### src/verilog/clock_gen_status_consts.vh
// Purpose: Shared offsets, field positions and reset values of the clock generator status block.
// Assumes: Included by bare name from every design file that needs it.
// Notes:   Definitions only.
`ifndef CLOCK_GEN_STATUS_CONSTS_VH
`define CLOCK_GEN_STATUS_CONSTS_VH

// ----------------------------------------------------------------------
// Register byte offsets (word aligned)
// ----------------------------------------------------------------------
`define OFS_STATUS_ONE    12'h000
`define OFS_STATUS_TWO    12'h004
`define OFS_CONTROL       12'h008
`define OFS_EVENT_STATUS  12'h00C
`define OFS_EVENT_CLEAR   12'h010
`define OFS_EVENT_ENABLE  12'h014

// ----------------------------------------------------------------------
// First status register field positions
// ----------------------------------------------------------------------
`define ST1_MODE_HI       7
`define ST1_MODE_LO       6
`define ST1_REF_BIT       5
`define ST1_LOL_BIT       4
`define ST1_LOCK_BIT      3
`define ST1_LOC_BIT       2
`define ST1_ERS_BIT       1
`define ST1_IRQ_BIT       0

// Second status register field position.
`define ST2_OSC_BIT       0

// ----------------------------------------------------------------------
// Control register field positions
// ----------------------------------------------------------------------
`define CTL_SEL_HI        1
`define CTL_SEL_LO        0
`define CTL_LOCK_LOSS_RESET_ENABLE_BIT     2
`define CTL_CLOCK_LOSS_RESET_ENABLE_BIT     3

// ----------------------------------------------------------------------
// Clock mode encodings
// ----------------------------------------------------------------------
`define MODE_SELF         2'h0
`define MODE_FLL_INT      2'h1
`define MODE_BYP_EXT      2'h2
`define MODE_FLL_EXT      2'h3

// ----------------------------------------------------------------------
// Event status bits and reset values
// ----------------------------------------------------------------------
`define EV_LOCK_LOST      0
`define EV_CLOCK_LOST     1
`define EV_OSC_STABLE     2
`define EV_MODE_CHANGE    3
`define EV_WIDTH          4
`define RST_CONTROL       4'h0
`define RST_EVENTS        4'h0
`define RST_MODE          2'h0

// Consecutive in-tolerance samples needed for a stable oscillator.
`define OSC_STABLE_SAMPLES 2'h2

`endif

### src/verilog/clock_gen_status_logic.v
// Purpose: Status and interrupt-flag logic of a loop-based clock generator, on AHB-Lite.
// Assumes: All generator inputs are synchronous to hclk; one AHB-Lite master.
// Notes:   Each access takes one wait state so read data leave a flip-flop.
//
// Operation
// - Mode status in bits 7:6.
// - Mode status follows select after crossing.
// - Bit 5 shows selected reference.
// - Sticky loss-of-lock flag in bit 4.
// - Bit 3 live lock indicator.
// - Lock reads zero outside engaged modes.
// - Sticky loss-of-clock flag in bit 2.
// - Bit 1 external reference stable.
// - Bit 0 interrupt pending, reset clears.
// - Clear by read then write one.
// - New interrupt restarts the clear sequence.
// - Writing zero to flag keeps it set but cancels an armed clear.
// - Oscillator stable after two good samples.
// - Leaving off to an engaged mode waits for oscillator stable.
// - Self-clocked monitoring starts after stable.
// - Entering off clears oscillator stable.
// - Lock loss gives interrupt or reset.
// - Clock loss gives interrupt or reset.
//
// The AHB-Lite interface to the registers and the address map were left to the implementer.
`default_nettype none
`include "clock_gen_status_consts.vh"

module clock_gen_status_logic (
  // Clock and reset.
  input  wire        hclk,
  input  wire        hresetn,
  // AHB-Lite slave port.
  input  wire        hsel,
  input  wire [11:0] haddr,
  input  wire [1:0]  htrans,
  input  wire        hwrite,
  input  wire [2:0]  hsize,
  input  wire [31:0] hwdata,
  input  wire        hready,
  output reg  [31:0] hrdata,
  output reg         hreadyout,
  output reg         hresp,
  // Generator state from the loop and reference machinery.
  input  wire        gen_off,
  input  wire        fll_locked,
  input  wire        lock_lost_pulse,
  input  wire        clock_lost_pulse,
  input  wire        ext_ref_stable_in,
  input  wire        crystal_selected,
  input  wire        osc_sample_valid,
  input  wire        osc_sample_in_tol,
  input  wire        osc_clock_active,
  // Requests to the rest of the chip.
  output reg  [1:0]  mode_request,
  output reg         osc_monitor_enable,
  output reg         reset_request,
  output reg         irq
);

  // ----------------------------------------------------------------------
  // Declarations
  // ----------------------------------------------------------------------
  reg        pend_reg;            // Data phase in progress.
  reg        pend_write_reg;
  reg [11:0] pend_addr_reg;
  reg [3:0]  control_reg;
  reg [1:0]  mode_status_reg;
  reg [1:0]  mode_status_next;
  reg        leave_wait_reg;
  reg        lol_flag_reg;
  reg        loc_flag_reg;
  reg        irq_flag_reg;
  reg        irq_flag_next;
  reg        clear_armed_reg;
  reg        clear_armed_next;
  reg        osc_stable_reg;
  reg [1:0]  good_count_reg;
  reg [`EV_WIDTH-1:0] ev_status_reg;
  reg [`EV_WIDTH-1:0] ev_enable_reg;
  reg [`EV_WIDTH-1:0] ev_set;
  reg [7:0]  status_one;
  reg [31:0] read_mux;
  wire [1:0] mode_synced;
  wire       lock_live;
  wire       gen_irq_event;
  wire       gen_rst_event;
  wire       addr_phase;
  wire       wr_now;
  wire       rd_now;

  // Decode one register offset against the latched address.
  function hit;
    input [11:0] addr;
    input [11:0] ofs;
    begin
      hit = (addr[11:2] == ofs[11:2]);
    end
  endfunction

  // ----------------------------------------------------------------------
  // AHB-Lite slave
  // ----------------------------------------------------------------------
  // Only NONSEQ or SEQ transfers are taken; hsize is accepted as a word.
  assign addr_phase = hsel & hready & htrans[1];
  assign wr_now     = pend_reg & pend_write_reg;
  assign rd_now     = pend_reg & ~pend_write_reg;

  // One wait state per access, so hrdata can come from a flip-flop.
  always @(posedge hclk or negedge hresetn) begin
    if (!hresetn) begin
      pend_reg       <= 1'b0;
      pend_write_reg <= 1'b0;
      pend_addr_reg  <= 12'h000;
      hreadyout      <= 1'b1;
      hresp          <= 1'b0;
      hrdata         <= 32'h00000000;
    end else begin
      hresp <= 1'b0;
      if (pend_reg) begin
        pend_reg  <= 1'b0;
        hreadyout <= 1'b1;
        if (!pend_write_reg) begin
          hrdata <= read_mux;
        end
      end else if (addr_phase) begin
        pend_reg       <= 1'b1;
        pend_write_reg <= hwrite;
        pend_addr_reg  <= haddr;
        hreadyout      <= 1'b0;
      end
    end
  end

  // ----------------------------------------------------------------------
  // Control register
  // ----------------------------------------------------------------------
  // Mode select and the two reset enables steer the logic below.
  always @(posedge hclk or negedge hresetn) begin
    if (!hresetn) begin
      control_reg <= `RST_CONTROL;
    end else if (wr_now && hit(pend_addr_reg, `OFS_CONTROL)) begin
      control_reg <= hwdata[3:0];
    end
  end

  // ----------------------------------------------------------------------
  // Mode crossing and mode status
  // ----------------------------------------------------------------------
  // The written select reaches the status field three edges later.
  mode_sync #(
    .WIDTH (2)
  ) u_mode_sync (
    .hclk     (hclk),
    .hresetn  (hresetn),
    .mode_in  (control_reg[`CTL_SEL_HI:`CTL_SEL_LO]),
    .mode_out (mode_synced)
  );

  // Off mode freezes the status; leaving off with an engaged select parks in
  // self-clocked until the oscillator is stable. A bypass request waits for
  // a stable reference, and a lost reference falls back to self-clocked.
  always @* begin
    mode_status_next = mode_synced;
    if (gen_off) begin
      mode_status_next = mode_status_reg;
    end else if (leave_wait_reg && !osc_stable_reg) begin
      mode_status_next = `MODE_SELF;
    end else if (mode_synced[1] && !ext_ref_stable_in && loc_flag_reg) begin
      mode_status_next = `MODE_SELF;
    end else if (mode_synced == `MODE_BYP_EXT && !ext_ref_stable_in) begin
      mode_status_next = mode_status_reg;
    end
  end

  always @(posedge hclk or negedge hresetn) begin
    if (!hresetn) begin
      mode_status_reg <= `RST_MODE;
      leave_wait_reg  <= 1'b0;
      mode_request    <= `RST_MODE;
    end else begin
      mode_status_reg <= mode_status_next;
      mode_request    <= mode_status_next;
      if (gen_off) begin
        leave_wait_reg <= mode_synced[0];
      end else if (osc_stable_reg) begin
        leave_wait_reg <= 1'b0;
      end
    end
  end

  // ----------------------------------------------------------------------
  // Lock indicator
  // ----------------------------------------------------------------------
  // Only the two engaged modes may show lock.
  assign lock_live = fll_locked & ~gen_off &
                     ((mode_status_reg == `MODE_FLL_INT) |
                      (mode_status_reg == `MODE_FLL_EXT));

  // ----------------------------------------------------------------------
  // Sticky loss flags and their requests
  // ----------------------------------------------------------------------
  // A loss pulse is an interrupt or a reset request as the enable bit says.
  assign gen_irq_event = (lock_lost_pulse & ~control_reg[`CTL_LOCK_LOSS_RESET_ENABLE_BIT]) |
                         (clock_lost_pulse & ~control_reg[`CTL_CLOCK_LOSS_RESET_ENABLE_BIT]);
  assign gen_rst_event = (lock_lost_pulse & control_reg[`CTL_LOCK_LOSS_RESET_ENABLE_BIT]) |
                         (clock_lost_pulse & control_reg[`CTL_CLOCK_LOSS_RESET_ENABLE_BIT]);

  // The loss flags clear only by reset; software writes cannot touch them.
  always @(posedge hclk or negedge hresetn) begin
    if (!hresetn) begin
      lol_flag_reg  <= 1'b0;
      loc_flag_reg  <= 1'b0;
      reset_request <= 1'b0;
    end else begin
      if (lock_lost_pulse) begin
        lol_flag_reg <= 1'b1;
      end
      if (clock_lost_pulse) begin
        loc_flag_reg <= 1'b1;
      end
      if (gen_rst_event) begin
        reset_request <= 1'b1; // Held until the system reset arrives.
      end
    end
  end

  // ----------------------------------------------------------------------
  // Interrupt-pending flag and its clear sequence
  // ----------------------------------------------------------------------
  // A read with the flag set arms; a later write of one clears when armed.
  // A new interrupt disarms, so an older clear cannot swallow it.
  always @* begin
    irq_flag_next    = irq_flag_reg;
    clear_armed_next = clear_armed_reg;
    if (rd_now && hit(pend_addr_reg, `OFS_STATUS_ONE) && irq_flag_reg) begin
      clear_armed_next = 1'b1;
    end
    if (wr_now && hit(pend_addr_reg, `OFS_STATUS_ONE)) begin
      if (hwdata[`ST1_IRQ_BIT] && clear_armed_reg) begin
        irq_flag_next = 1'b0;
      end
      clear_armed_next = 1'b0;
    end
    if (gen_irq_event) begin
      irq_flag_next    = 1'b1;
      clear_armed_next = 1'b0;
    end
  end

  always @(posedge hclk or negedge hresetn) begin
    if (!hresetn) begin
      irq_flag_reg    <= 1'b0;
      clear_armed_reg <= 1'b0;
    end else begin
      irq_flag_reg    <= irq_flag_next;
      clear_armed_reg <= clear_armed_next;
    end
  end

  // ----------------------------------------------------------------------
  // Oscillator stability
  // ----------------------------------------------------------------------
  // Two consecutive in-tolerance samples with a running clock set the flag;
  // a bad sample or a static clock restarts the count.
  always @(posedge hclk or negedge hresetn) begin
    if (!hresetn) begin
      good_count_reg     <= 2'h0;
      osc_stable_reg     <= 1'b0;
      osc_monitor_enable <= 1'b0;
    end else begin
      if (gen_off) begin
        good_count_reg <= 2'h0;
        osc_stable_reg <= 1'b0;
      end else if (!osc_clock_active) begin
        good_count_reg <= 2'h0;
        osc_stable_reg <= 1'b0;
      end else if (osc_sample_valid) begin
        if (!osc_sample_in_tol) begin
          good_count_reg <= 2'h0;
          osc_stable_reg <= 1'b0;
        end else if (good_count_reg == `OSC_STABLE_SAMPLES - 2'h1) begin
          good_count_reg <= `OSC_STABLE_SAMPLES;
          osc_stable_reg <= 1'b1;
        end else if (good_count_reg != `OSC_STABLE_SAMPLES) begin
          good_count_reg <= good_count_reg + 2'h1;
        end
      end
      osc_monitor_enable <= osc_stable_reg & ~gen_off &
                            (mode_status_reg == `MODE_SELF);
    end
  end

  // ----------------------------------------------------------------------
  // Event status, enable and interrupt output
  // ----------------------------------------------------------------------
  always @* begin
    ev_set = {`EV_WIDTH{1'b0}};
    ev_set[`EV_LOCK_LOST]   = lock_lost_pulse;
    ev_set[`EV_CLOCK_LOST]  = clock_lost_pulse;
    ev_set[`EV_OSC_STABLE]  = osc_sample_valid & osc_sample_in_tol & osc_clock_active &
                              ~gen_off & ~osc_stable_reg &
                              (good_count_reg == `OSC_STABLE_SAMPLES - 2'h1);
    ev_set[`EV_MODE_CHANGE] = (mode_status_next != mode_status_reg);
  end

  // Set wins over a clear in the same cycle, so no event is lost.
  always @(posedge hclk or negedge hresetn) begin
    if (!hresetn) begin
      ev_status_reg <= `RST_EVENTS;
      ev_enable_reg <= `RST_EVENTS;
      irq           <= 1'b0;
    end else begin
      if (wr_now && hit(pend_addr_reg, `OFS_EVENT_CLEAR)) begin
        ev_status_reg <= (ev_status_reg & ~hwdata[`EV_WIDTH-1:0]) | ev_set;
      end else begin
        ev_status_reg <= ev_status_reg | ev_set;
      end
      if (wr_now && hit(pend_addr_reg, `OFS_EVENT_ENABLE)) begin
        ev_enable_reg <= hwdata[`EV_WIDTH-1:0];
      end
      irq <= |(ev_status_reg & ev_enable_reg);
    end
  end

  // ----------------------------------------------------------------------
  // Read data
  // ----------------------------------------------------------------------
  // Status fields other than the pending flag have no write path, so writes to them fall away.
  always @* begin
    status_one = 8'h00;
    status_one[`ST1_MODE_HI:`ST1_MODE_LO] = mode_status_reg;
    status_one[`ST1_REF_BIT]  = crystal_selected;
    status_one[`ST1_LOL_BIT]  = lol_flag_reg;
    status_one[`ST1_LOCK_BIT] = lock_live;
    status_one[`ST1_LOC_BIT]  = loc_flag_reg;
    status_one[`ST1_ERS_BIT]  = ext_ref_stable_in;
    status_one[`ST1_IRQ_BIT]  = irq_flag_reg;
    read_mux = 32'h00000000;
    if (hit(pend_addr_reg, `OFS_STATUS_ONE)) begin
      read_mux[7:0] = status_one;
    end else if (hit(pend_addr_reg, `OFS_STATUS_TWO)) begin
      read_mux[`ST2_OSC_BIT] = osc_stable_reg;
    end else if (hit(pend_addr_reg, `OFS_CONTROL)) begin
      read_mux[3:0] = control_reg;
    end else if (hit(pend_addr_reg, `OFS_EVENT_STATUS)) begin
      read_mux[`EV_WIDTH-1:0] = ev_status_reg;
    end else if (hit(pend_addr_reg, `OFS_EVENT_ENABLE)) begin
      read_mux[`EV_WIDTH-1:0] = ev_enable_reg;
    end
  end

endmodule // clock_gen_status_logic

`default_nettype wire

### src/verilog/mode_sync.v
// Purpose: Carries the requested clock mode across into the generator's timing.
// Assumes: Single clock; the two stages stand for the clock-domain crossing.
// Notes:   The first stage is read only by the second stage.
`default_nettype none

module mode_sync #(
  parameter WIDTH = 2
) (
  // Clock and reset.
  input  wire             hclk,
  input  wire             hresetn,
  // Mode in and out.
  input  wire [WIDTH-1:0] mode_in,
  output reg  [WIDTH-1:0] mode_out
);

  reg [WIDTH-1:0] stage_reg;

  // ----------------------------------------------------------------------
  // Two-stage transfer
  // ----------------------------------------------------------------------
  // Two stages so the mode is never seen in the cycle it was written.
  always @(posedge hclk or negedge hresetn) begin
    if (!hresetn) begin
      stage_reg <= {WIDTH{1'b0}};
      mode_out  <= {WIDTH{1'b0}};
    end else begin
      stage_reg <= mode_in;
      mode_out  <= stage_reg;
    end
  end

endmodule // mode_sync

`default_nettype wire

### config.mk
export PLATFORM = sky130hd
export DESIGN_NAME = clock_gen_status_logic
export DESIGN_NICKNAME = d
export VERILOG_FILES = /design/src/verilog/clock_gen_status_logic.v /design/src/verilog/mode_sync.v
export VERILOG_INCLUDE_DIRS = /design/src /design/src/verilog
export SDC_FILE = /design/constraint.sdc
export NUM_CORES = 1
export LEC_CHECK = 0
export BUFFER_PORTS_ARGS = -buffer_cell sky130_fd_sc_hd__buf_2
export CAP_MARGIN = 20
export CORE_MARGIN = 1
export CORE_UTILIZATION = 35
export DETAILED_ROUTE_END_ITERATION = 10
export HOLD_SLACK_MARGIN = 0.1
export PLACE_DENSITY = 0.68
export SLEW_MARGIN = 20
export SYNTH_ARGS = -nofsm -noshare
export SYNTH_HDL_FRONTEND = slang
export SYNTH_SLANG_ARGS = --single-unit
### constraint.sdc
create_clock -name hclk -period 3.5 [get_ports hclk]
set_input_delay 0.175 -clock hclk [delete_from_list [all_inputs] [get_ports hclk]]
set_output_delay 0.175 -clock hclk [all_outputs]
set_load 0.005 [all_outputs]
==> results.json, run 1 <==
{
  "final.setup_skew_ps": 5.06,
  "crit_required_ps": 3690,
  "holdCritStartpoint": "lock_lost_pulse",
  "synth_cells": 228,
  "r2r_cells": 4,
  "synth-seq-area-share": 0.521,
  "violations": "design-rule violations",
  "powerDensity_mw_per_mm2": 435,
  "grt_pass1_vias": 1704,
  "hold_viol_final": 0,
  "synth_fa_ha_area_frac": 0.0104,
  "drive_above_1_share": 0.238,
  "area_growth_pct": 18.4,
  "syn_avg_cell_area_um2": 10.5,
  "dp_hpwl_um": 3580,
  "yosysTopAreaCell": "dfrtp_1",
  "fillers": 639,
  "yosysMostFrequentCell": "dfrtp_1",
  "endpoint_kind": "flop",
  "drv_cap": 0,
  "synthMuxAreaShare": 0.0463,
  "rr_endpoint": "ev_status_reg[3]$_DFF_PN0_",
  "portBuffers": 42,
  "min_path_cells": 2,
  "dieArea_mm2": 0.00720,
  "clk_pin_slew_ps": 90,
  "drc_errors": 4,
  "maxSlewViolCount": 0,
  "first_pass_iters": 8,
  "fin_crit_sh": 0.568,
  "die_y_um": 84.9,
  "antenna_found_initial": 0,
  "cts.path.max_buffers": 2,
  "post_cts_resized": 0,
  "cp_slowest_cell": "or4_4",
  "synth_edf_count": 0,
  "synth_compound_area_frac": 0.132,
  "chipWidth_um": 84.9,
  "track_usage": 0.141,
  "synthSimpleGateAreaFrac": 0.186,
  "clk_latency_ps": 300,
  "min_period_ps": 1990,
  "worstPathCellList": "or4_4 > nor4_4 > nand3_2 > a221o_1",
  "path_max_fanout": 7,
  "reg2reg_from": "pend_addr_reg[9]$_DFFE_PN0P_",
  "crit_buf_inv": 0,
  "min_path_type": "in -> reg",
  "cts.sinks": 50,
  "slew-limit-headroom": 0.596,
  "fin_ws_ps": 1510,
  "fin_setup_tns_ps": 0,
  "ioPinCount": 102,
  "routed-via-count": 1751,
  "yosys_register_bits": 50,
  "post-synth-top-area-fraction": 0.510,
  "setup_violations": 0,
  "grt_first_pass_wirelength_um": 7850,
  "holdPathEnd": "ev_status_reg[0]$_DFF_PN0_",
  "drtIter0Drc": 67,
  "gp_congestion": 0.784,
  "largest_reg_flops": 10,
  "htree_num_levels": 2,
  "slowest_delay_ps": 590,
  "synth_top_family_by_area": "simple AND/OR/NAND/NOR gates",
  "globalRouteOverflowTotal": 0,
  "initial_core_util": 0.370,
  "drt-total-wl_um": 4750,
  "arrival_ps": 2180,
  "cts_root_buf": "clkbuf_8",
  "wl_per_cell_um": 13.1,
  "pre_cts_slack_ps": 1540,
  "diodes": 0,
  "worstMarginPinSlew_ps": 607,
  "fin_nets": 350,
  "syn-cell-area_mm2": 0.00240,
  "antenna_left": 0,
  "irDropWorstVdd_v": 0.000130,
  "cts_tree": "built",
  "path_delay_family": "simple AND/OR/NAND/NOR gates",
  "fp.coreArea_mm2": 0.00649,
  "synth-main-ff-cell": "dfrtp_1",
  "max_freq_ghz": 0.503,
  "r2r_setup_slack_ps": 1510,
  "p_leak_nw": 1.35,
  "synth_cell_types": 42,
  "crit_type": "reg -> reg",
  "total_power_mw": 1.24,
  "grt_max_degree": 29,
  "synth_xor_area_frac": 0,
  "drt-vias-per-instance": 4.82,
  "rsz0062_at_grt": "no",
  "startpoint_type": "flop",
  "yosys-top-cells-area": "dfrtp_1 51%, buf_4 7.8%, nand2_1 5.5%, mux2_2 4.2%, a22o_1 3.3%",
  "outcome": "finished with violations",
  "async_reset_ff_frac": 1.00,
  "yosysWarnings": 0,
  "cts_inserted_buffers": 5,
  "placementRows": 29,
  "yosys-top-cells-count": "49 x dfrtp_1, 35 x nand2_1, 25 x buf_4"
}
-- worst reg2reg max path: cells and delay by family (launching register included) --
family / cells / cell delay [ps]
and+or+nand+nor: 3 / 1170
DFF: 1 / 390
AOI/OAI and AO/OA: 1 / 320
-- worst max-delay path by stage --
stage                                  from                    endpoint  slack [ps]  cells past startpoint
2_1_floorplan  pend_addr_reg[9]$_DFFE_PN0P_  ev_status_reg[3]$_DFF_PN0_        1700                      4
3_3_place_gp   pend_addr_reg[9]$_DFFE_PN0P_  ev_status_reg[3]$_DFF_PN0_        1520                      4
3_5_place_dp   pend_addr_reg[9]$_DFFE_PN0P_  ev_status_reg[3]$_DFF_PN0_        1540                      4
4_1_cts        pend_addr_reg[9]$_DFFE_PN0P_  ev_status_reg[3]$_DFF_PN0_        1510                      4
5_1_grt        pend_addr_reg[9]$_DFFE_PN0P_  ev_status_reg[3]$_DFF_PN0_        1450                      4
6_report       pend_addr_reg[9]$_DFFE_PN0P_  ev_status_reg[3]$_DFF_PN0_        1510                      4
-- per-layer routing --
metal | global-route usage | share of wire | up-vias
li1 | - | - | 865
met1 | 0.180 | 0.47 | 839
met2 | 0.228 | 0.47 | 39
met3 | 0.0409 | 0.045 | 8
met4 | 0.0555 | 0.017 | 0
met5 | 0 | 0 | -
-- layout make-up --
| class | instances | area [um2] | share of cell area |
|---|---|---|---|
| Sequential cell | 50 | 1250 | 0.440 |
| Inverter | 9 | 33.8 | 0.0119 |
| Tap cell | 77 | 96.3 | 0.0338 |
| Clock buffer | 8 | 110 | 0.0387 |
| Multi-Input combinational cell | 162 | 996 | 0.350 |
| Timing Repair Buffer | 57 | 358 | 0.126 |
-- cells by family after synthesis --
kind of cell / Yosys count
and+or+nand+nor: 81
DFF: 50
AOI/OAI and AO/OA: 44
buffers and inverters: 40
muxes: 10
adders and majority gates: 2
other: 1
-- cells in the final DEF (no fill, tap or decap), drive strengths merged, types with 6 or more instances in the layout --
| master | Yosys | layout |
|---|---|---|
| dlygate4sd3 | 0 | 14 |
| a22oi | 9 | 9 |
| nand3 | 6 | 6 |
| buf | 26 | 43 |
| nor2 | 7 | 7 |
| dfrtp | 49 | 49 |
| mux2 | 9 | 9 |
| nand2 | 35 | 35 |
| conb | 1 | 25 |
| o21ai | 9 | 9 |
| inv | 9 | 9 |
| a22o | 9 | 9 |
| clkbuf | 5 | 8 |
| nor2b | 6 | 6 |
-- what timing repair did --
item,4_1_cts,5_1_grt
endpoints found under the hold margin,40,0
hold buffers,14,0
buffers inserted,0,0
-- where the power goes --
group,internal (mW),total [mW],leakage [nW],switching [mW]
clock,0.200,0.384,0.0575,0.184
sequential,0.624,0.669,0.603,0.0444
combinational,0.0876,0.185,0.688,0.0974
-- metrics by stage --
stage | instances | utilization | hold WS [ps] | area (um2)
after floorplan | 252 | - | -121 | 2490
after global placement | 341 | 0.400 | 222 | 2600
after detailed placement | 341 | 0.400 | 230 | 2600
after CTS | 363 | 0.438 | 117 | 2850
after global routing | 363 | 0.438 | 116 | 2850
final | 363 | 0.438 | 122 | 2850
Power figures use the tool's default switching activity.
==> inputs of run 2 (changes only) <==
clock period = 2.07 ns   (was 3.5 ns; I/O delays follow)
==> results.json, run 2 (synthesized netlist as in run 1, its figures left out) <==
{
  "outcome": "finished with violations",
  "violations": "design-rule violations",
  "placedCellCount": 344,
  "fin_ws_ps": 174,
  "antenna_found_initial": 0,
  "startpoint": "pend_addr_reg[9]$_DFFE_PN0P_",
  "drt-total-wl_um": 4970,
  "htree_num_levels": 2,
  "crit_type": "reg -> reg",
  "largest_reg_flops": 10,
  "rr_endpoint": "ev_status_reg[3]$_DFF_PN0_",
  "drive_above_1_share": 0.239,
  "maxSlewViolCount": 0,
  "powerDensity_mw_per_mm2": 714,
  "fin_nets": 361,
  "startpoint_type": "flop",
  "cts_inserted_buffers": 5,
  "antenna_left": 0,
  "fp.coreArea_mm2": 0.00649,
  "min_path_cells": 3,
  "drt-vias-per-instance": 4.86,
  "dp_hpwl_um": 3740,
  "min_period_ps": 1900,
  "diodes": 0,
  "r2r_cells": 5,
  "globalRouteOverflowTotal": 0,
  "die_y_um": 84.9,
  "ioPinCount": 102,
  "grt_max_degree": 20,
  "clk_pin_slew_ps": 90,
  "hold_viol_final": 0,
  "final_core_util": 0.454,
  "area_growth_pct": 22.7,
  "grt_first_pass_wirelength_um": 8200,
  "post_dp_cell_area_mm2": 0.00262,
  "cts_root_buf": "clkbuf_8",
  "cts.sinks": 50,
  "holdCritStartpoint": "osc_clock_active",
  "fin_crit_sh": 0.916,
  "dieArea_mm2": 0.00720,
  "crit_required_ps": 2260,
  "grt_pass1_vias": 1804,
  "fin_cells": 374,
  "gp_congestion": 0.784,
  "path_max_fanout": 7,
  "fin_setup_tns_ps": 0,
  "initial_core_util": 0.370,
  "wl_per_cell_um": 13.3,
  "placementRows": 29,
  "rsz0062_at_grt": "no",
  "cts_tree": "built",
  "clk_latency_ps": 300,
  "first_pass_iters": 10,
  "portBuffers": 42,
  "p_leak_nw": 1.40,
  "chipWidth_um": 84.9,
  "post_cts_buffers": 0,
  "layout_common_cells": "49 x dfrtp_1, 42 x buf_2, 35 x nand2_1",
  "max_freq_ghz": 0.527,
  "routed-via-count": 1819,
  "reg2reg_from": "pend_addr_reg[9]$_DFFE_PN0P_",
  "drv_cap": 0,
  "final.setup_skew_ps": 4.23,
  "track_usage": 0.147,
  "holdPathEnd": "osc_stable_reg$_DFFE_PN0P_",
  "drtIter0Drc": 61,
  "r2r_setup_slack_ps": 170,
  "irDropWorstVdd_v": 0.000270,
  "fin_area_mm2": 0.00295,
  "total_power_mw": 2.11,
  "holdWs_ps": 161,
  "fillers": 632,
  "min_path_type": "in -> reg",
  "drc_errors": 4,
  "pre_cts_slack_ps": 205,
  "setup_violations": 0,
  "cts.path.max_buffers": 2,
  "arrival_ps": 2080,
  "layout_commonest_cell": "dfrtp_1",
  "endpoint_kind": "flop"
}
==> run 2: cell types whose count changed in the layout (fill, tap and decap cells not counted), sizes merged <==
cell         delta
dlygate4sd3     +8
buf             +3
==> run 2: area by class of cell <==
| cell class | instances | area [um2] | area share |
|---|---|---|---|
| repair buffers | 68 | 460 | 0.156 |
| clock buffers | 8 | 110 | 0.0373 |
| well taps | 77 | 96.3 | 0.0327 |
| inverters | 9 | 33.8 | 0.0115 |
| multi-input cells | 162 | 996 | 0.338 |
| flip-flops and latches | 50 | 1250 | 0.425 |
==> run 2: routing by layer <==
metal	global-route usage	part of all wire	routed length [um]
met4	0.0616	0.017	83
met2	0.246	0.49	2430
met1	0.181	0.45	2220
met3	0.0389	0.047	235
met5	0	0	0
==> run 2: power breakdown <==
| part | leakage (nW) | switching (mW) | internal (mW) | total, mW |
|---|---|---|---|---|
| registers | 0.603 | 0.0779 | 1.06 | 1.13 |
| logic | 0.736 | 0.169 | 0.162 | 0.332 |
| clock network | 0.0575 | 0.303 | 0.337 | 0.640 |
==> run 2: worst max path at each step <==
stage / end / slack (ps) / cells after the start
after detailed placement: ev_status_reg[3]$_DFF_PN0_ / 200 / 5
after global routing: ev_status_reg[3]$_DFF_PN0_ / 100 / 5
final: ev_status_reg[3]$_DFF_PN0_ / 170 / 5
after floorplan: ev_status_reg[3]$_DFF_PN0_ / 270 / 4
after CTS: ev_status_reg[3]$_DFF_PN0_ / 170 / 5
after global placement: ev_status_reg[3]$_DFF_PN0_ / 200 / 5
==> run 2: worst max-delay path, cell delays in order, from the launching register on <==
cell     delay, ps
dfrtp_1        390
or4_4          590
nor4_4         220
buf_4          190
nand3_2         90
a221o_1        300
==> run 2: what timing repair did <==
item,in CTS,in global routing
hold buffers,22,0
hold endpoints to repair,75,0
resized for setup,0,0
endpoints found under the setup margin,0,0
